[src/hdl/kbc_host_pkg.sv]
/*
 Constants shared by the keyboard controller host interface: host port
 addresses, status bit positions, reset values and the quasi-bidirectional
 drive time. Assumes a 25 MHz core clock.
*/
package kbc_host_pkg;
   localparam logic [7:0] DATA_PORT_ADDR   = 8'h60;
   localparam logic [7:0] CONTROL_PORT_ADDR = 8'h64;
   localparam int         HOST_ADDR_BIT2_POS = 2;
   localparam int         STAT_OBF_POS     = 0;
   localparam int         STAT_IBF_POS     = 1;
   localparam int         STAT_CD_POS      = 3;
   localparam logic [7:0] STATUS_RESET     = 8'h00;
   localparam logic [7:0] USER_BITS_MASK   = 8'hF4;
   localparam int         CLOCK_MHZ        = 25;
   localparam int         DRIVE_HIGH_NS    = 500;
   localparam int         DRIVE_HIGH_CYCLES =
      ((DRIVE_HIGH_NS * CLOCK_MHZ) / 1000 < 1) ? 1 : (DRIVE_HIGH_NS * CLOCK_MHZ) / 1000;
endpackage

[src/hdl/kbc_skid_buffer.sv]
/*
 Two-entry buffer with valid and ready on both sides.
 Assumes one clock, asynchronous active-high reset and a clock enable.
*/
module kbc_skid_buffer #(
   parameter int WIDTH = 8
) (
   input  wire logic             clk,
   input  wire logic             rst,
   input  wire logic             ce,
   input  wire logic             in_valid,
   output logic                  in_ready,
   input  wire logic [WIDTH-1:0] in_data,
   output logic                  out_valid,
   input  wire logic             out_ready,
   output logic      [WIDTH-1:0] out_data
);
   logic [WIDTH-1:0] mem_r [2];
   logic             wr_ptr_r;
   logic             rd_ptr_r;
   logic [1:0]       count_r;
   logic             push;
   logic             pop;

   assign in_ready  = (count_r != 2'h2);
   assign out_valid = (count_r != 2'h0);
   assign out_data  = mem_r[rd_ptr_r];
   assign push      = ce && in_valid && in_ready;
   assign pop       = ce && out_valid && out_ready;

   always_ff @(posedge clk) begin
      if (push) begin
         mem_r[wr_ptr_r] <= in_data;
      end
   end

   always_ff @(posedge clk or posedge rst) begin
      if (rst) begin
         wr_ptr_r <= 1'b0;
         rd_ptr_r <= 1'b0;
         count_r  <= 2'h0;
      end else begin
         if (push) begin
            wr_ptr_r <= ~wr_ptr_r;
         end
         if (pop) begin
            rd_ptr_r <= ~rd_ptr_r;
         end
         if (push && !pop) begin
            count_r <= count_r + 2'h1;
         end else if (pop && !push) begin
            count_r <= count_r - 2'h1;
         end
      end
   end
endmodule

[src/hdl/kbc_quasi_pin.sv]
/*
 One quasi-bidirectional port pin. A zero drives low; a one drives high for a
 short time, then releases to the external pull-up. Open-drain mode never
 drives high. Assumes one clock and a clock enable.
*/
module kbc_quasi_pin #(
   parameter int HIGH_CYCLES = kbc_host_pkg::DRIVE_HIGH_CYCLES
) (
   input  wire logic clk,
   input  wire logic rst,
   input  wire logic ce,
   input  wire logic port_value,
   input  wire logic open_drain,
   output logic      pin_out,
   output logic      pin_oe
);
   logic [7:0] hold_r;
   logic       last_r;

   // A rising port value arms the high drive; it counts down to release.
   always_ff @(posedge clk or posedge rst) begin
      if (rst) begin
         hold_r <= 8'h00;
         last_r <= 1'b0;
      end else if (ce) begin
         last_r <= port_value;
         if (port_value && !last_r) begin
            hold_r <= 8'(HIGH_CYCLES);
         end else if (!port_value) begin
            hold_r <= 8'h00;
         end else if (hold_r != 8'h00) begin
            hold_r <= hold_r - 8'h01;
         end
      end
   end

   always_comb begin
      pin_out = port_value;
      if (!port_value) begin
         pin_oe = 1'b1; // see (RL16) (RL17)
      end else if (open_drain) begin
         pin_oe = 1'b0; // see (RL17)
      end else begin
         pin_oe = (hold_r != 8'h00) || (port_value && !last_r); // see (RL16)
      end
   end
endmodule

[src/hdl/kbc_host_interface.sv]
/*
 Host interface of the embedded keyboard controller: two host port
 addresses, data and command input registers, output data register,
 status flags, keyboard and mouse interrupt gating, Gate A20 and three
 quasi-bidirectional port pins. The core side is a strobe port on the same
 clock; host strobes come from the bus decoder on the same clock as well.
 Pin inputs from outside pass two flip-flops.
*/
// Functional notes
// (RL1) Host write to 0x60 loads input data, clears C/D, sets input-full.
// (RL2) Host write to 0x64 loads input data, sets C/D, sets input-full.
// (RL3) Host read of 0x64 returns the status byte with the three flags.
// (RL4) Write data, command data and read data live in separate registers.
// (RL5) With gating on, host data read clears output-full and keyboard IRQ.
// (RL6) With gating off, firmware clears keyboard IRQ and aux output-full itself.
// (RL7) Core buffer write loads output data and sets output-full, status bit 0.
// (RL8) Status bit 3 marks command versus data, following host address bit 2.
// (RL9) Gating on with keyboard port bit one puts output-full on keyboard IRQ.
// (RL10) Gating on with keyboard port bit zero forces keyboard IRQ low.
// (RL11) Keyboard IRQ is low after reset.
// (RL12) Gating off, keyboard IRQ follows its port bit.
// (RL13) Gating on with mouse port bit one drives inverted input-full on mouse IRQ.
// (RL14) Gating off, mouse IRQ follows its port bit.
// (RL15) A port bit is brought out as Gate A20 or user output.
// (RL16) Quasi pins: zero drives low, one drives high briefly then releases.
// (RL17) Open drain: one tri-states, zero drives low, no active high.
// (RL18) Controller mode never makes these pins inputs or inverts them.
// (RL19) Core read of input data clears input-full and its core interrupt.
// (RL20) Status clears to zero on hardware reset.
// (RL21) Host status read leaves flags and IRQs unchanged.
module kbc_host_interface (
   input  wire logic       CLOCK,
   input  wire logic       RST,
   input  wire logic       CE,
   input  wire logic       HOST_WR,
   input  wire logic       HOST_RD,
   input  wire logic [7:0] HOST_ADDR,
   input  wire logic [7:0] HOST_WDATA,
   output logic      [7:0] HOST_RDATA,
   output logic            IN_VALID,
   input  wire logic       IN_READY,
   output logic      [7:0] IN_DATA,
   output logic            IN_IS_COMMAND,
   output logic            CORE_IBF_IRQ,
   input  wire logic       CORE_BUF_WR,
   input  wire logic [7:0] CORE_BUF_WDATA,
   output logic            CORE_BUF_READY,
   input  wire logic       CORE_STATUS_WR,
   input  wire logic [7:0] CORE_STATUS_WDATA,
   output logic      [7:0] CORE_STATUS,
   input  wire logic       CORE_EN_FLAGS,
   input  wire logic       CORE_OBF_CLEAR,
   input  wire logic       KEYBOARD_IRQ_OUT_PORT_BIT,
   input  wire logic       MOUSE_IRQ_OUT_PORT_BIT,
   input  wire logic       GATE_A20_PORT_BIT,
   input  wire logic [2:0] PORT_PIN_VALUE,
   input  wire logic       OPEN_DRAIN,
   input  wire logic [2:0] PORT_PIN_IN,
   output logic      [2:0] PORT_PIN_SYNC,
   output logic      [2:0] PORT_PIN_OUT,
   output logic      [2:0] PORT_PIN_OE,
   output logic            KEYBOARD_IRQ_OUT,
   output logic            MOUSE_IRQ_OUT,
   output logic            GATE_A20_OUT
);
   logic [7:0] host_data_write_r;
   logic [7:0] host_command_write_r;
   logic [7:0] host_data_read_r;
   logic       input_full_flag_r;
   logic       output_full_flag_r;
   logic       cmd_data_r;
   logic [7:0] user_bits_r;
   logic       flags_enabled_r;
   logic       keyboard_irq_out_r;
   logic       mouse_irq_out_r;
   logic       gate_a20_r;
   logic [2:0] pin_meta_r;
   logic [2:0] pin_sync_r;
   logic       host_data_wr;
   logic       host_cmd_wr;
   logic       host_data_rd;
   logic       core_take;
   logic       buf_in_valid;
   logic       buf_in_ready;
   logic       buf_out_valid;
   logic [7:0] buf_out_data;
   logic [7:0] status;

   assign host_data_wr = CE && HOST_WR && (HOST_ADDR == kbc_host_pkg::DATA_PORT_ADDR);
   assign host_cmd_wr  = CE && HOST_WR && (HOST_ADDR == kbc_host_pkg::CONTROL_PORT_ADDR);
   assign host_data_rd = CE && HOST_RD && (HOST_ADDR == kbc_host_pkg::DATA_PORT_ADDR);
   assign core_take    = CE && IN_VALID && IN_READY;

   // Separate holding registers; the shared address only picks which one loads.
   always_ff @(posedge CLOCK or posedge RST) begin
      if (RST) begin
         host_data_write_r    <= 8'h00;
         host_command_write_r <= 8'h00;
      end else begin
         if (host_data_wr) begin
            host_data_write_r <= HOST_WDATA; // see (RL1) (RL4)
         end
         if (host_cmd_wr) begin
            host_command_write_r <= HOST_WDATA; // see (RL2) (RL4)
         end
      end
   end

   // Input-full: a new host write wins over a core read in the same cycle.
   always_ff @(posedge CLOCK or posedge RST) begin
      if (RST) begin
         input_full_flag_r <= 1'b0; // see (RL20)
         cmd_data_r        <= 1'b0;
      end else if (CE) begin
         if (host_data_wr || host_cmd_wr) begin
            input_full_flag_r <= 1'b1; // see (RL1) (RL2)
            cmd_data_r <= HOST_ADDR[kbc_host_pkg::HOST_ADDR_BIT2_POS]; // see (RL8)
         end else if (core_take) begin
            input_full_flag_r <= 1'b0; // see (RL19)
         end
      end
   end

   assign IN_VALID      = input_full_flag_r;
   assign IN_DATA       = cmd_data_r ? host_command_write_r : host_data_write_r;
   assign IN_IS_COMMAND = cmd_data_r; // see (RL8)
   assign CORE_IBF_IRQ  = input_full_flag_r; // see (RL19)

   // Core writes queue in a two-entry buffer so a busy output register loses nothing.
   assign buf_in_valid   = CORE_BUF_WR;
   assign CORE_BUF_READY = buf_in_ready;

   kbc_skid_buffer #(
      .WIDTH(8)
   ) out_buffer (
      .clk      (CLOCK),
      .rst      (RST),
      .ce       (CE),
      .in_valid (buf_in_valid),
      .in_ready (buf_in_ready),
      .in_data  (CORE_BUF_WDATA),
      .out_valid(buf_out_valid),
      .out_ready(!output_full_flag_r),
      .out_data (buf_out_data)
   );

   // Output-full: a load from the buffer wins over a clear in the same cycle.
   always_ff @(posedge CLOCK or posedge RST) begin
      if (RST) begin
         output_full_flag_r <= 1'b0; // see (RL20)
         host_data_read_r   <= 8'h00;
      end else if (CE) begin
         if (buf_out_valid && !output_full_flag_r) begin
            host_data_read_r   <= buf_out_data; // see (RL7) (RL4)
            output_full_flag_r <= 1'b1; // see (RL7)
         end else if (host_data_rd && flags_enabled_r) begin
            output_full_flag_r <= 1'b0; // see (RL5)
         end else if (CORE_OBF_CLEAR) begin
            output_full_flag_r <= 1'b0; // see (RL6)
         end
      end
   end

   always_ff @(posedge CLOCK or posedge RST) begin
      if (RST) begin
         user_bits_r     <= kbc_host_pkg::STATUS_RESET; // see (RL20)
         flags_enabled_r <= 1'b0;
      end else if (CE) begin
         if (CORE_STATUS_WR) begin
            user_bits_r <= CORE_STATUS_WDATA & kbc_host_pkg::USER_BITS_MASK;
         end
         if (CORE_EN_FLAGS) begin
            flags_enabled_r <= 1'b1;
         end
      end
   end

   always_comb begin
      status = user_bits_r;
      status[kbc_host_pkg::STAT_OBF_POS] = output_full_flag_r; // see (RL7)
      status[kbc_host_pkg::STAT_IBF_POS] = input_full_flag_r;
      status[kbc_host_pkg::STAT_CD_POS]  = cmd_data_r; // see (RL8)
   end

   assign CORE_STATUS = status;

   // Reading status has no side effects; only the data port read clears a flag.
   always_ff @(posedge CLOCK or posedge RST) begin
      if (RST) begin
         HOST_RDATA <= 8'h00;
      end else if (CE && HOST_RD) begin
         if (HOST_ADDR == kbc_host_pkg::CONTROL_PORT_ADDR) begin
            HOST_RDATA <= status; // see (RL3) (RL21)
         end else if (HOST_ADDR == kbc_host_pkg::DATA_PORT_ADDR) begin
            HOST_RDATA <= host_data_read_r;
         end else begin
            HOST_RDATA <= 8'h00;
         end
      end
   end

   // Interrupt outputs are registered so they never glitch toward the host.
   always_ff @(posedge CLOCK or posedge RST) begin
      if (RST) begin
         keyboard_irq_out_r     <= 1'b0; // see (RL11)
         mouse_irq_out_r     <= 1'b0;
         gate_a20_r <= 1'b0;
      end else if (CE) begin
         if (flags_enabled_r) begin
            keyboard_irq_out_r <= KEYBOARD_IRQ_OUT_PORT_BIT && output_full_flag_r; // see (RL9) (RL10)
            mouse_irq_out_r <= MOUSE_IRQ_OUT_PORT_BIT && !input_full_flag_r; // see (RL13)
         end else begin
            keyboard_irq_out_r <= KEYBOARD_IRQ_OUT_PORT_BIT; // see (RL12) (RL6)
            mouse_irq_out_r <= MOUSE_IRQ_OUT_PORT_BIT; // see (RL14)
         end
         gate_a20_r <= GATE_A20_PORT_BIT; // see (RL15)
      end
   end

   assign KEYBOARD_IRQ_OUT = keyboard_irq_out_r;
   assign MOUSE_IRQ_OUT    = mouse_irq_out_r;
   assign GATE_A20_OUT     = gate_a20_r;

   // Pin levels are only observed; they never turn the pins into inputs.
   always_ff @(posedge CLOCK or posedge RST) begin
      if (RST) begin
         pin_meta_r <= 3'h0;
         pin_sync_r <= 3'h0;
      end else if (CE) begin
         pin_meta_r <= PORT_PIN_IN;
         pin_sync_r <= pin_meta_r;
      end
   end

   assign PORT_PIN_SYNC = pin_sync_r;

   genvar i;
   generate
      for (i = 0; i < 3; i++) begin : g_pin
         kbc_quasi_pin #(
            .HIGH_CYCLES(kbc_host_pkg::DRIVE_HIGH_CYCLES)
         ) pin (
            .clk       (CLOCK),
            .rst       (RST),
            .ce        (CE),
            .port_value(PORT_PIN_VALUE[i]), // see (RL18)
            .open_drain(OPEN_DRAIN),
            .pin_out   (PORT_PIN_OUT[i]),
            .pin_oe    (PORT_PIN_OE[i])
         );
      end
   endgenerate
endmodule

[config.mk]
export PLATFORM = sky130hd
export DESIGN_NAME = kbc_host_interface
export DESIGN_NICKNAME = d
export VERILOG_FILES = /design/src/hdl/kbc_host_pkg.sv /design/src/hdl/kbc_skid_buffer.sv /design/src/hdl/kbc_quasi_pin.sv /design/src/hdl/kbc_host_interface.sv
export SDC_FILE = /design/constraint.sdc
export NUM_CORES = 1
export LEC_CHECK = 0
export ABC_CLOCK_PERIOD_IN_PS = 2600
export BUFFER_PORTS_ARGS = -buffer_cell sky130_fd_sc_hd__buf_2
export CORE_MARGIN = 5
export CORE_UTILIZATION = 30
export CTS_BUF_LIST = sky130_fd_sc_hd__clkbuf_4 sky130_fd_sc_hd__clkbuf_8
export DETAILED_ROUTE_END_ITERATION = 10
export PLACE_DENSITY = 0.54
export SLEW_MARGIN = 10
export SYNTH_ARGS = -nofsm -noshare
export SYNTH_HDL_FRONTEND = slang
export SYNTH_SLANG_ARGS = --single-unit
[constraint.sdc]
create_clock -name CLOCK -period 2.6 [get_ports CLOCK]
set_clock_uncertainty 0.1 [all_clocks]
set_input_delay 0.52 -clock CLOCK [delete_from_list [all_inputs] [get_ports CLOCK]]
set_output_delay 0.52 -clock CLOCK [all_outputs]
set_load 0.05 [all_outputs]
* Word level (Yosys, flattened, before mapping)
Memory sizes are Yosys's and may differ from the RTL's. A register that Yosys moved wholly into a read port is not among the register bits.
Index checks and enable logic that the tools add are counted.
** Word-level totals
- Output and inout port bits :: 40
- Input port bits :: 52
- Memories kept :: 1
- RAM bits :: 16
- Logic and storage cells :: 112
- Register bits :: 73
** Operators by class
- Eq/ne operators :: 6
- Bitwise gates (word level) :: 2
- Mux-type cells :: 29
- Reduce and logical (&&, ||, !) cells :: 47
- Add/subtract/negate cells :: 5
** Memories
- out_buffer.mem_r :: depth 2, width 8, rd ports 1, clocked after memory_dff 1, wr ports 1, RTL line kbc_skid_buffer.sv:18 : logic [WIDTH-1:0] mem_r [2];
** Operators by type and width (count)
- $mux 8 :: 12
- $reduce_bool 8->1 :: 3
- $sub 8x1->8 const B :: 3
- $logic_and 1x1->1 :: 20
- $reduce_and 2->1 :: 9
- $eq 8x7->1 const B :: 2
- $mux 1 :: 15
- $ne 3x1->1 const B :: 3
- $logic_not 1->1 :: 7
- $reduce_bool 2->1 :: 3
- $logic_or 1x1->1 :: 4
- $mux 2 :: 2
- $reduce_bool 3->1 :: 1
- $add 2x1->2 const B :: 1
- $ne 2x2->1 const B :: 1
- $not 1->1 :: 2
- $sub 2x1->2 const B :: 1

* Logic depth before layout (Yosys ltp)
Gate-level depths: netlist (run 1).
- Depth after elaboration :: 6
- Gate-level depth with buffers :: 9
- Mapped depth without buffers :: 6

* Modules after synthesis
A second synthesis (run 1) with hierarchy kept.
** Second synthesis, totals
- Cells, all modules :: 389
- Area total of the unflattened synthesis :: 4695.8 µm²
** By module, submodules not included
- kbc_host_interface :: cells each 157, area an instance 2204.6 µm², seq. area each 1251.2 µm², times used 1
- kbc_quasi_pin :: cells each 63, area an instance 563.0 µm², seq. area each 225.2 µm², times used 3
- kbc_skid_buffer :: cells each 43, area an instance 802.0 µm², seq. area each 580.6 µm², times used 1

* Worst setup path after synthesis (run 1)
Ideal clock, no wire load.
- Path kind :: input port to flip-flop
- Start point :: input port CE
- End point :: register out_buffer.count_r[1]
- Stages on the path :: 9
- Data required time :: 2421 ps
- Path slack :: 299 ps
- Arrival time :: 2122 ps
- Setup time :: 79 ps
- Buffers on the path :: 3
- Path through :: clkbuf_1 inv_1 or3_1 buf_2 buf_1 ha_1 xor2_1 nor2_1 xor2_1
** On the way
- Cells in the longest elaborated chain, start to end :: 5
- Elaborated cells between the ends (all ways) :: 10
- Those cells by class :: 1 x mux; 9 x reduce/logical
** RTL lines
- from (decl) :: RTL line kbc_host_interface.sv:34 : input wire logic CE,
- $logic_and 1x1->1 (on tied branches) (2 in a row) :: RTL line kbc_skid_buffer.sv:29, kbc_skid_buffer.sv:28
- $logic_not 1->1 (on tied branches) :: RTL line kbc_skid_buffer.sv:49, kbc_skid_buffer.sv:51
- $logic_and 1x1->1 (on tied branches) :: RTL line kbc_skid_buffer.sv:49, kbc_skid_buffer.sv:51
- $mux 2 or $reduce_bool 2->1 (tied branches)
- to (signal assigned) :: RTL line kbc_skid_buffer.sv:50 : count_r <= count_r + 2'h1;
- to (signal assigned) :: RTL line kbc_skid_buffer.sv:52 : count_r <= count_r - 2'h1;
- to (decl) :: RTL line kbc_skid_buffer.sv:21 : logic [1:0] count_r;
Several ways; a longest one is shown, not always the timed one.
A chain may end at the register's enable or synchronous reset.

* Final worst setup path (run 1)
- Start point :: register g_pin[0].pin.hold_r[2]
- End point :: output port PORT_PIN_OE[0]
** On the way
- Cells in the longest elaborated chain, start to end :: 4
** RTL lines
- from (decl) :: RTL line kbc_quasi_pin.sv:17 : logic [7:0] hold_r;
- from (signal assigned) :: RTL line kbc_quasi_pin.sv:28 : hold_r <= 8'(HIGH_CYCLES);
- from (signal assigned) :: RTL line kbc_quasi_pin.sv:32 : hold_r <= hold_r - 8'h01;
- $reduce_bool 8->1 :: RTL line kbc_quasi_pin.sv:44 : pin_oe = (hold_r != 8'h00) || (port_value && !last_r);
- $logic_or 1x1->1 :: RTL line kbc_quasi_pin.sv:44
- $mux 1 :: RTL line kbc_quasi_pin.sv:41 : end else if (open_drain) begin
- $mux 1 :: RTL line kbc_quasi_pin.sv:39 : if (!port_value) begin
- to (decl) :: RTL line kbc_host_interface.sv:61 : output logic [2:0] PORT_PIN_OE,
Every way passes these cells.

==> impl_metrics.py, run 1 <==
metrics = {
    "timing": {
        "worst_pin_slew_ps": 622,
        "setup_ws_ps": 83.7,
        "final_max_slew_viol_count": 0,
        "fmax_mhz": 397,
        "period_share": 0.968,
        "final_hold_viol_count": 0,
        "relSlewSlack": 0.582,
        "post-route-min-period_ps": 2520,
        "setup_viol": 0,
    },
    "yosys": {
        "ys_warn_count": 0,
        "syn_avg_cell_area_um2": 11.5,
        "ys_types": 49,
        "async_reset_ff_frac": 0.835,
        "synth_edf_count": 16,
        "syn_inst": 391,
        "syn_area_mm2": 0.00449,
        "ys.flop_type": "dfrtp_1",
        "ys_ff_latch": 97,
        "synth_seq_area_share": 0.559,
        "synth.net_count": 450,
    },
    "die": {
        "initial_utilization": 0.307,
        "dieArea_mm2": 0.0175,
        "die_w_um": 132,
        "rows": 44,
        "core_area_mm2": 0.0146,
        "die_y_um": 132,
        "io_pins": 92,
    },
    "detailed_routing": {
        "wire_per_inst_um": 15.2,
        "drt-total-wl_um": 10300,
        "drc": 0,
        "via_count": 3241,
        "ant_nets": 0,
        "drt-vias-per-instance": 4.82,
        "first_pass_iters": 4,
        "drtIter0Drc": 186,
    },
    "placement": {
        "io_buffer_count": 88,
        "place_ws_ps": 241,
        "dp_hpwl_um": 7140,
        "globalplace.congestion": 0.800,
        "place_area_mm2": 0.00511,
    },
    "critical_path": {
        "cp_max_fo": 8,
        "crit_buf_inv": 1,
        "path_class": "reg2out",
        "endpoint_kind": "output port",
        "cpPeakStageDelay_ps": 570,
        "cpMaxStageDelayCell": "or4_1",
        "critPathRequiredTime_ps": 1980,
        "cp_cell_sequence": "or4_1 > nor3_2 > o21ai_0 > buf_4",
        "critPathTopFamily": "simple AND/OR/NAND/NOR gates",
        "cp-start-kind": "flip-flop",
        "worstPathArrival_ps": 1900,
    },
    "clocking": {
        "cts_num_sinks": 97,
        "hold_buffers": 0,
        "cts_buffer_depth": 2,
        "cts_inserted_buffers": 9,
        "cts_root_buf": "clkbuf_8",
        "clk_latency_ps": 380,
        "htree_levels": 3,
        "cts_tree": "built",
        "clk_pin_slew_ps": 110,
    },
    "min_path": {
        "hp-class": "in2async",
    },
    "pwr": {
        "power.density_mw_per_mm2": 774,
        "irDropWorstVdd_v": 0.000337,
        "p_leak_nw": 2.57,
    },
    "run_status": {
        "outcome": "finished clean",
    },
    "global_routing": {
        "grt_use_total": 0.119,
        "grt_start_max_net_pins": 82,
        "first_global_vias": 3439,
        "antenna_found_initial": 1,
        "overflow": 0,
        "grt_pass1_wl_um": 17000,
    },
    "cells_and_area": {
        "syn_to_final_growth_pct": 21.4,
        "fin_area_mm2": 0.00545,
        "n_antenna_cell": 0,
        "nets": 543,
        "drive_gt1_frac": 0.362,
    },
    "flow_run": {
        "maxCapViolations": 0,
    },
}
worst reg2reg max path, cell delays in order, from the launching register on:
cell     delay [ps]
dfrtp_1         480
or4_1           570
buf_4           200
nor4_2          170
o21ai_0         120
a22o_1          240
where the power goes:
| group | internal [W] | switching, W | leakage (nW) | total [W] |
|---|---|---|---|---|
| combinational | 0.000471 | 0.000656 | 1.27 | 0.00113 |
| sequential | 0.00178 | 0.000217 | 1.19 | 0.00199 |
| clock | 0.000495 | 0.000599 | 0.112 | 0.00109 |
synthesized netlist by cell type (all sizes together), types with 3 or more instances:
master | n | area share
mux2 | 38 | 0.095
xnor2 | 3 | 0.0059
clkbuf | 10 | 0.0084
nand2b | 3 | 0.0042
nand4 | 5 | 0.0070
a31oi | 3 | 0.0042
inv | 16 | 0.013
a22o | 5 | 0.0098
o21ai | 38 | 0.043
nor2b | 4 | 0.0056
nor4 | 4 | 0.0070
or3b | 3 | 0.0059
o31ai | 9 | 0.018
nand2 | 48 | 0.040
o41ai | 4 | 0.0078
or4 | 3 | 0.0050
ha | 7 | 0.020
dfrtp | 81 | 0.45
buf | 15 | 0.023
nand3 | 7 | 0.0078
edfxtp | 16 | 0.11
a21oi | 10 | 0.011
mux2i | 17 | 0.038
nor3 | 8 | 0.0089
xor2 | 3 | 0.0059
nor2 | 11 | 0.0092
kinds of logic (layout without fill, tap and decap cells):
group	count (synthesis)	after routing	share of synthesized area
buf+inv	41	139	0.0452
fa+ha+maj	7	7	0.0195
mux	55	55	0.133
simple gates	106	106	0.119
xor+xnor	6	6	0.0117
compound gates	79	79	0.112
flops	97	97	0.559
cell usage in the layout (no fill, tap or decap), drive strengths merged, types with 3 or more instances in the layout:
| master | n |
|---|---|
| a21oi | 10 |
| a22o | 5 |
| a31oi | 3 |
| buf | 106 |
| clkbuf | 11 |
| dfrtp | 81 |
| edfxtp | 16 |
| ha | 7 |
| inv | 20 |
| mux2 | 38 |
| mux2i | 17 |
| nand2 | 48 |
| nand2b | 3 |
| nand3 | 7 |
| nand4 | 5 |
| nor2 | 11 |
| nor2b | 4 |
| nor3 | 8 |
| nor4 | 4 |
| o21ai | 38 |
| o31ai | 9 |
| o41ai | 4 |
| or3b | 3 |
| or4 | 3 |
| xnor2 | 3 |
| xor2 | 3 |
sequential cells by signal, indices dropped and copies added, names as in the netlist, 2 cells and up:
signal,cells
HOST_RDATA,8
PORT_PIN_SYNC,3
g_pin.pin.hold_r,24
g_pin.pin.last_r,3
host_command_write_r,8
host_data_read_r,8
host_data_write_r,8
out_buffer.count_r,2
out_buffer.mem_r,16
pin_meta_r,3
user_bits_r,5
layer usage:
| metal | global-route usage | routed length, um | vias to the layer above |
|---|---|---|---|
| met3 | 0.0263 | 397 | 11 |
| met1 | 0.147 | 4670 | 1596 |
| li1 | - | - | 1576 |
| met4 | 0.0543 | 154 | 2 |
| met5 | 0 | 7 | - |
| met2 | 0.198 | 5020 | 56 |
repair_timing:
action                                 CTS  global route
pin swaps                                2             1
buffers inserted                         6             4
setup endpoints to repair                3             3
gates cloned                             0             0
endpoints found under the hold margin    0             0
gates resized for setup                  9             3
path summary, 6_finish.rpt:
| check | from | end | slack [ps] | cells past startpoint |
|---|---|---|---|---|
| max | g_pin[0].pin.hold_r[2] | PORT_PIN_OE[0] | 80 | 4 |
| min | RST | host_command_write_r[6] | 150 | 3 |
| max reg2reg | g_pin[0].pin.hold_r[2] | g_pin[0].pin.hold_r[7] | 600 | 5 |
| min reg2reg | HOST_RDATA[2] | HOST_RDATA[2] | 390 | 2 |
| max in group asynchronous | RST | g_pin[1].pin.hold_r[0] | 1880 | 3 |
| min in group CLOCK | CORE_BUF_WDATA[0] | out_buffer.mem_r[1][0] | 220 | 1 |
through the flow:
stage | hold slack [ps] | instances | total power [W] | setup TNS [ps] | util
floorplan | 338 | 391 | 0.00281 | 0 | -
global placement | 360 | 647 | 0.00304 | 0 | 0.350
detailed placement | 369 | 647 | 0.00307 | 0 | 0.350
CTS | 152 | 669 | 0.00425 | 0 | 0.371
global route | 184 | 673 | 0.00447 | -3.05 | 0.373
finish | 150 | 673 | 0.00421 | 0 | 0.373
layout make-up:
| type | count | area (um2) |
|---|---|---|
| inverters | 16 | 63.8 |
| multi-input cells | 253 | 1810 |
| fillers | 1428 | 9140 |
| repair buffers | 107 | 616 |
| clock inverters | 6 | 78.8 |
| clock buffers | 10 | 138 |
| flip-flops and latches | 97 | 2510 |
| well taps | 184 | 230 |
Power figures use the tool's default switching activity.
==> run 2, diff against run 1 <==
--- a/config.mk
+++ b/config.mk
@@ -7,10 +7,12 @@
 export LEC_CHECK = 0
 export ABC_CLOCK_PERIOD_IN_PS = 2600
 export BUFFER_PORTS_ARGS = -buffer_cell sky130_fd_sc_hd__buf_2
+export CORE_ASPECT_RATIO = 1.4
 export CORE_MARGIN = 5
 export CORE_UTILIZATION = 30
 export CTS_BUF_LIST = sky130_fd_sc_hd__clkbuf_4 sky130_fd_sc_hd__clkbuf_8
 export DETAILED_ROUTE_END_ITERATION = 10
+export HOLD_SLACK_MARGIN = 0.05
 export PLACE_DENSITY = 0.54
 export SLEW_MARGIN = 10
 export SYNTH_ARGS = -nofsm -noshare
==> run 2 against run 1 <==
Setup slack lost 29 ps. Core utilization decreased by 0.34 points. Register-to-register slack gained 20 ps. Final area is 0.90% higher. Clock power barely moved. Critical path type unchanged. Critical endpoint is now PORT_PIN_OE[2]. Largest power group unchanged.
==> impl_metrics.py, run 2 (synthesis results as in run 1) <==
metrics = {
    "run_status": {
        "outcome": "finished clean",
    },
    "cells_and_area": {
        "n_antenna_cell": 0,
        "fin_area_mm2": 0.00549,
        "reg_top3": "g_pin.pin.hold_r x24, out_buffer.mem_r x16",
        "top_register": "g_pin.pin.hold_r",
        "multi_input_area_mm2": 0.00182,
        "largest_reg_flops": 24,
        "final_common_cell": "buf_2",
        "seq_area_mm2": 0.00251,
        "drive_gt1_frac": 0.381,
        "layout_common_cells": "86 x buf_2, 78 x dfrtp_1, 48 x nand2_1, 38 x mux2_2, 36 x o21ai_0",
        "syn_to_final_growth_pct": 22.5,
        "nets": 548,
        "nFillCells": 1490,
    },
    "placement": {
        "dp_hpwl_um": 7790,
        "place_area_mm2": 0.00512,
        "io_buffer_count": 88,
        "globalplace.congestion": 0.818,
    },
    "timing": {
        "worst_pin_slew_ps": 614,
        "relSlewSlack": 0.587,
        "fmax_mhz": 393,
        "final_hold_viol_count": 0,
        "setup_viol": 0,
        "post-route-min-period_ps": 2550,
        "final_max_slew_viol_count": 0,
        "period_share": 0.979,
    },
    "detailed_routing": {
        "drtIter0Drc": 104,
        "drt-total-wl_um": 10500,
        "wire_per_inst_um": 15.3,
        "first_pass_iters": 4,
        "drc": 0,
        "via_count": 3296,
        "drt-vias-per-instance": 4.80,
        "ant_nets": 0,
    },
    "die": {
        "io_pins": 92,
        "rows": 53,
        "core_area_mm2": 0.0149,
        "die_y_um": 155,
        "dieArea_mm2": 0.0175,
        "die_w_um": 113,
        "initial_utilization": 0.302,
    },
    "global_routing": {
        "grt_use_total": 0.122,
        "antenna_found_initial": 0,
        "grt_start_max_net_pins": 33,
        "grt_pass1_wl_um": 17100,
        "overflow": 0,
        "first_global_vias": 3497,
    },
    "flow_run": {
        "maxCapViolations": 0,
    },
    "pwr": {
        "finalPower_w": 0.00423,
        "p_leak_nw": 2.58,
        "irDropWorstVdd_v": 0.000356,
        "power.density_mw_per_mm2": 769,
    },
    "clocking": {
        "clk_latency_ps": 370,
        "clk_pin_slew_ps": 120,
        "cts_buffer_depth": 2,
        "cts_root_buf": "clkbuf_8",
        "cts_num_sinks": 97,
        "htree_levels": 3,
        "cts_inserted_buffers": 9,
        "cts_tree": "built",
        "hold_buffers": 0,
    },
    "critical_path": {
        "cp_max_fo": 3,
        "worstPathArrival_ps": 1930,
        "endpoint_kind": "output port",
        "path_class": "reg2out",
        "critPathRequiredTime_ps": 1980,
        "cp-start-kind": "flip-flop",
    },
    "min_path": {
        "hp-class": "in2async",
    },
}
==> run 2: timing repair <==
action / 4_1_cts / 5_1_grt
pin swaps: 2 / 2
hold endpoints to repair: 0 / 0
setup buffers: 4 / 9
resized for setup: 10 / 9
setup endpoints to repair: 3 / 3
==> run 2: where the power goes <==
group          internal [W]  switching, W
clock network      0.000475      0.000607
registers           0.00178      0.000217
logic              0.000493      0.000657
total               0.00275       0.00148
==> run 2: critical path, stage by stage, from the launching register on <==
cell      delay (ps)
dfrtp_1          420
inv_2             70
ha_1             140
or3b_4           380
nand2b_4         160
nor2_4           130
a21oi_1           60
buf_4            190
==> run 2: stage by stage <==
step | instances | utilization | setup slack [ps] | TNS (ps) | hold WS [ps]
3_3_place_gp | 657 | 0.345 | 215 | 0 | 362
3_5_place_dp | 657 | 0.345 | 207 | 0 | 371
6_report | 686 | 0.370 | 54.9 | 0 | 77.8
4_1_cts | 677 | 0.364 | 11.0 | 0 | 86.3
5_1_grt | 686 | 0.370 | -13.8 | -13.8 | 112
2_1_floorplan | 391 | - | 299 | 0 | 338
==> run 2: worst paths after layout <==
kind                                             start                       to  slack, ps  cells after the start
worst max-delay path            g_pin[2].pin.hold_r[0]           PORT_PIN_OE[2]         50                      7
worst min-delay path                               RST  host_command_write_r[2]         80                      2
worst max register to register  g_pin[1].pin.hold_r[0]   g_pin[1].pin.hold_r[1]        620                      7
worst min register to register     host_data_read_r[7]      host_data_read_r[7]        390                      2
max in group asynchronous                          RST    out_buffer.count_r[1]       1670                      3
min in group CLOCK                   CORE_BUF_WDATA[2]   out_buffer.mem_r[1][2]        220                      1
==> run 2: final cells by class <==
class,instances,area share
clock buffers,9,0.0225
clock inverters,7,0.0173
inverters,16,0.0116
multi-input cells,253,0.332
flip-flops and latches,97,0.457
well taps,192,0.0437
repair buffers,112,0.116
==> run 2: layer usage <==
layer / share of wire / GRT usage / up-vias
met1: 0.40 / 0.138 / 1610
met2: 0.54 / 0.220 / 75
met4: 0.024 / 0.0596 / 0
li1: - / - / 1598
met5: 0 / 0 / -
met3: 0.037 / 0.0192 / 13
==> run 3, diff against run 2 <==
--- a/config.mk
+++ b/config.mk
@@ -13,8 +13,9 @@
 export CTS_BUF_LIST = sky130_fd_sc_hd__clkbuf_4 sky130_fd_sc_hd__clkbuf_8
 export DETAILED_ROUTE_END_ITERATION = 10
 export HOLD_SLACK_MARGIN = 0.05
-export PLACE_DENSITY = 0.54
+export PLACE_DENSITY = 0.53
 export SLEW_MARGIN = 10
 export SYNTH_ARGS = -nofsm -noshare
 export SYNTH_HDL_FRONTEND = slang
+export SYNTH_HIERARCHICAL = 1
 export SYNTH_SLANG_ARGS = --single-unit
==> run 3 against run 2 <==
Non-clock buffer count decreased by 8. Fmax increased by 1.7%. Combinational power increased by 21%. Flip-flop and latch count unchanged. Area after synthesis increased by 4.7%. Sequential power increased by 3%. First-iteration DRC count decreased by 34%. Final area increased by 2.3%. Count of clock-buffer cells in the layout increased by 1. Cell count increased by 0.15%. Die area increased by 4.3%. Clock power decreased by 5%. Largest cell class unchanged. Largest power group unchanged. Highest routed layer unchanged.
==> impl_metrics.py, run 3 <==
metrics = {
    "cells_and_area": {
        "fin_area_mm2": 0.00562,
        "n_antenna_cell": 0,
        "largest_reg_flops": 24,
        "nFillCells": 1533,
        "reg_top3": "g_pin.pin/hold_r x24, out_buffer/mem_r x16",
        "final_common_cell": "buf_2",
        "syn_to_final_growth_pct": 19.7,
        "multi_input_area_mm2": 0.00202,
        "layout_common_cells": "85 x buf_2, 81 x dfrtp_1, 48 x mux2_2, 33 x nand2_1, 20 x o21ai_0",
        "seq_area_mm2": 0.00251,
        "top_register": "g_pin.pin/hold_r",
        "drive_gt1_frac": 0.407,
        "nets": 545,
    },
    "timing": {
        "final_hold_viol_count": 0,
        "whs_ps": 243,
        "worst_pin_slew_ps": 513,
        "setup_viol": 0,
        "fmax_mhz": 399,
        "setup_ws_ps": 96.6,
        "post-route-min-period_ps": 2500,
        "period_share": 0.963,
        "relSlewSlack": 0.657,
        "final_max_slew_viol_count": 0,
    },
    "run_status": {
        "outcome": "finished clean",
    },
    "global_routing": {
        "grt_use_total": 0.113,
        "grt_start_max_net_pins": 29,
        "first_global_vias": 3353,
        "antenna_found_initial": 0,
        "grt_pass1_wl_um": 16700,
        "overflow": 0,
    },
    "detailed_routing": {
        "drt-vias-per-instance": 4.84,
        "drc": 0,
        "drt-total-wl_um": 10300,
        "ant_nets": 0,
        "via_count": 3325,
        "first_pass_iters": 4,
        "drtIter0Drc": 69,
        "wire_per_inst_um": 15.0,
    },
    "die": {
        "dieArea_mm2": 0.0183,
        "io_pins": 92,
        "initial_utilization": 0.303,
        "die_w_um": 116,
        "core_area_mm2": 0.0155,
        "rows": 54,
        "die_y_um": 158,
    },
    "min_path": {
        "hp-class": "in2reg",
    },
    "yosys": {
        "syn_avg_cell_area_um2": 12.1,
        "synth.net_count": 448,
        "syn_inst": 389,
        "ys_ff_latch": 97,
        "synth_top_cell_by_area": "dfrtp_1",
        "syn_area_mm2": 0.00470,
        "synth_edf_count": 16,
        "ys.flop_type": "dfrtp_1",
        "synth_seq_area_share": 0.534,
        "async_reset_ff_frac": 0.835,
        "ys_warn_count": 6,
        "synth.area.top_cells": "dfrtp_1 43%, mux2_2 12%, edfxtp_1 10%, nand2_1 2.6%, mux2_4 2.6%",
        "ys_types": 51,
        "yosysTopAreaCellShare": 0.432,
        "yosys-top-cells-count": "81 x dfrtp_1, 48 x mux2_2, 33 x nand2_1, 23 x o21ai_0, 17 x inv_1",
        "synth_most_common_cell": "dfrtp_1",
    },
    "placement": {
        "globalplace.congestion": 0.788,
        "place_area_mm2": 0.00535,
        "place_ws_ps": 170,
        "dp_hpwl_um": 7690,
        "io_buffer_count": 88,
    },
    "pwr": {
        "power.density_mw_per_mm2": 795,
        "irDropWorstVdd_v": 0.000341,
        "p_leak_nw": 2.64,
    },
    "clocking": {
        "cts_buffer_depth": 2,
        "cts_tree": "built",
        "cts_num_sinks": 97,
        "clk_latency_ps": 360,
        "clk_pin_slew_ps": 100,
        "cts_inserted_buffers": 9,
        "htree_levels": 3,
        "cts_root_buf": "clkbuf_8",
    },
    "critical_path": {
        "cp_common_cell": "buf_4",
        "crit_buf_inv": 3,
        "cpPeakStageDelay_ps": 410,
        "critPathRequiredTime_ps": 1980,
        "cp_max_fo": 4,
        "cp-start-kind": "flip-flop",
        "path_class": "reg2out",
        "worstPathArrival_ps": 1880,
        "critPathTopFamily": "buffers and inverters",
        "endpoint_kind": "output port",
        "cpMaxStageDelayCell": "dfrtp_1",
        "cp_cell_sequence": "inv_1 > ha_1 > nor4b_2 > buf_4 > and3_1 > o21ai_1 > buf_4",
    },
    "flow_run": {
        "maxCapViolations": 0,
    },
}
run 3: cell count changes after synthesis, moves of 8 or more:
cell and delta:
o2bb2ai_1 +9, mux2i_1 -9, o21ai_0 -14, mux2_4 +8
mux2_2 +10, nand2_1 -15
run 3: final timing paths:
check                                       start                endpoint  slack (ps)  cells past startpoint
min reg2reg                         HOST_RDATA[1]           HOST_RDATA[1]         390                      2
max in group asynchronous                     RST            CORE_IBF_IRQ        1180                      4
max reg2reg                g_pin[2].pin/hold_r[0]  g_pin[2].pin/hold_r[7]         590                      7
min                             CORE_BUF_WDATA[7]  out_buffer/mem_r[0][7]         240                      1
min in group asynchronous                     RST     out_buffer/rd_ptr_r         540                      3
max                        g_pin[2].pin/hold_r[0]          PORT_PIN_OE[2]         100                      7
run 3: power breakdown:
group          internal (W)  total, W  switching (W)
Sequential          0.00181   0.00205       0.000242
Clock              0.000469   0.00103       0.000558
Combinational      0.000632   0.00139       0.000761
Total               0.00291   0.00447        0.00156
run 3: kinds of logic after synthesis:
| family | after synthesis | share of synthesized area |
|---|---|---|
| buffers and inverters | 35 | 0.0400 |
| and+or+nand+nor | 107 | 0.135 |
| xor gates and xnor gates | 5 | 0.0109 |
| muxes | 64 | 0.158 |
| DFF | 97 | 0.534 |
| AOI/OAI and AO/OA | 74 | 0.104 |
| adders and majority gates | 7 | 0.0187 |
run 3: layout make-up:
| cell class | count | share of cell area |
|---|---|---|
| flip-flops and latches | 97 | 0.446 |
| multi-input cells | 257 | 0.359 |
| clock inverters | 6 | 0.0125 |
| inverters | 17 | 0.0114 |
| well taps | 196 | 0.0436 |
| repair buffers | 104 | 0.104 |
| clock buffers | 10 | 0.0234 |
run 3: repair_timing:
action                                 4_1_cts  5_1_grt
endpoints found under the hold margin        4        0
setup buffers                                0        5
resized for setup                            0        8
hold buffers                                 1        0
setup endpoints to repair                    0        3
run 3: stage by stage:
stage,total power [W],util,std cells,TNS (ps)
after global placement,0.00339,0.345,665,0
final,0.00447,0.363,687,0
after global routing,0.00477,0.363,687,-26.8
after detailed placement,0.00343,0.345,665,0
after floorplan,0.00306,-,389,0
after CTS,0.00448,0.359,682,0
run 3: worst register-to-register path, cell delays in order, from the launching register on:
cell     delay [ps]
dfrtp_1         410
inv_1            80
ha_1            220
nor4b_2         160
buf_4           140
a21o_1          230
or4_1           480
o21ai_1         120
run 3: layer usage:
metal,part of all wire,routed length [um],track usage,vias to the layer above
li1,-,-,-,1588
met1,0.42,4340,0.141,1640
met2,0.50,5190,0.194,86
met3,0.061,628,0.0260,11
met4,0.015,150,0.0354,0
met5,0,0,0,-
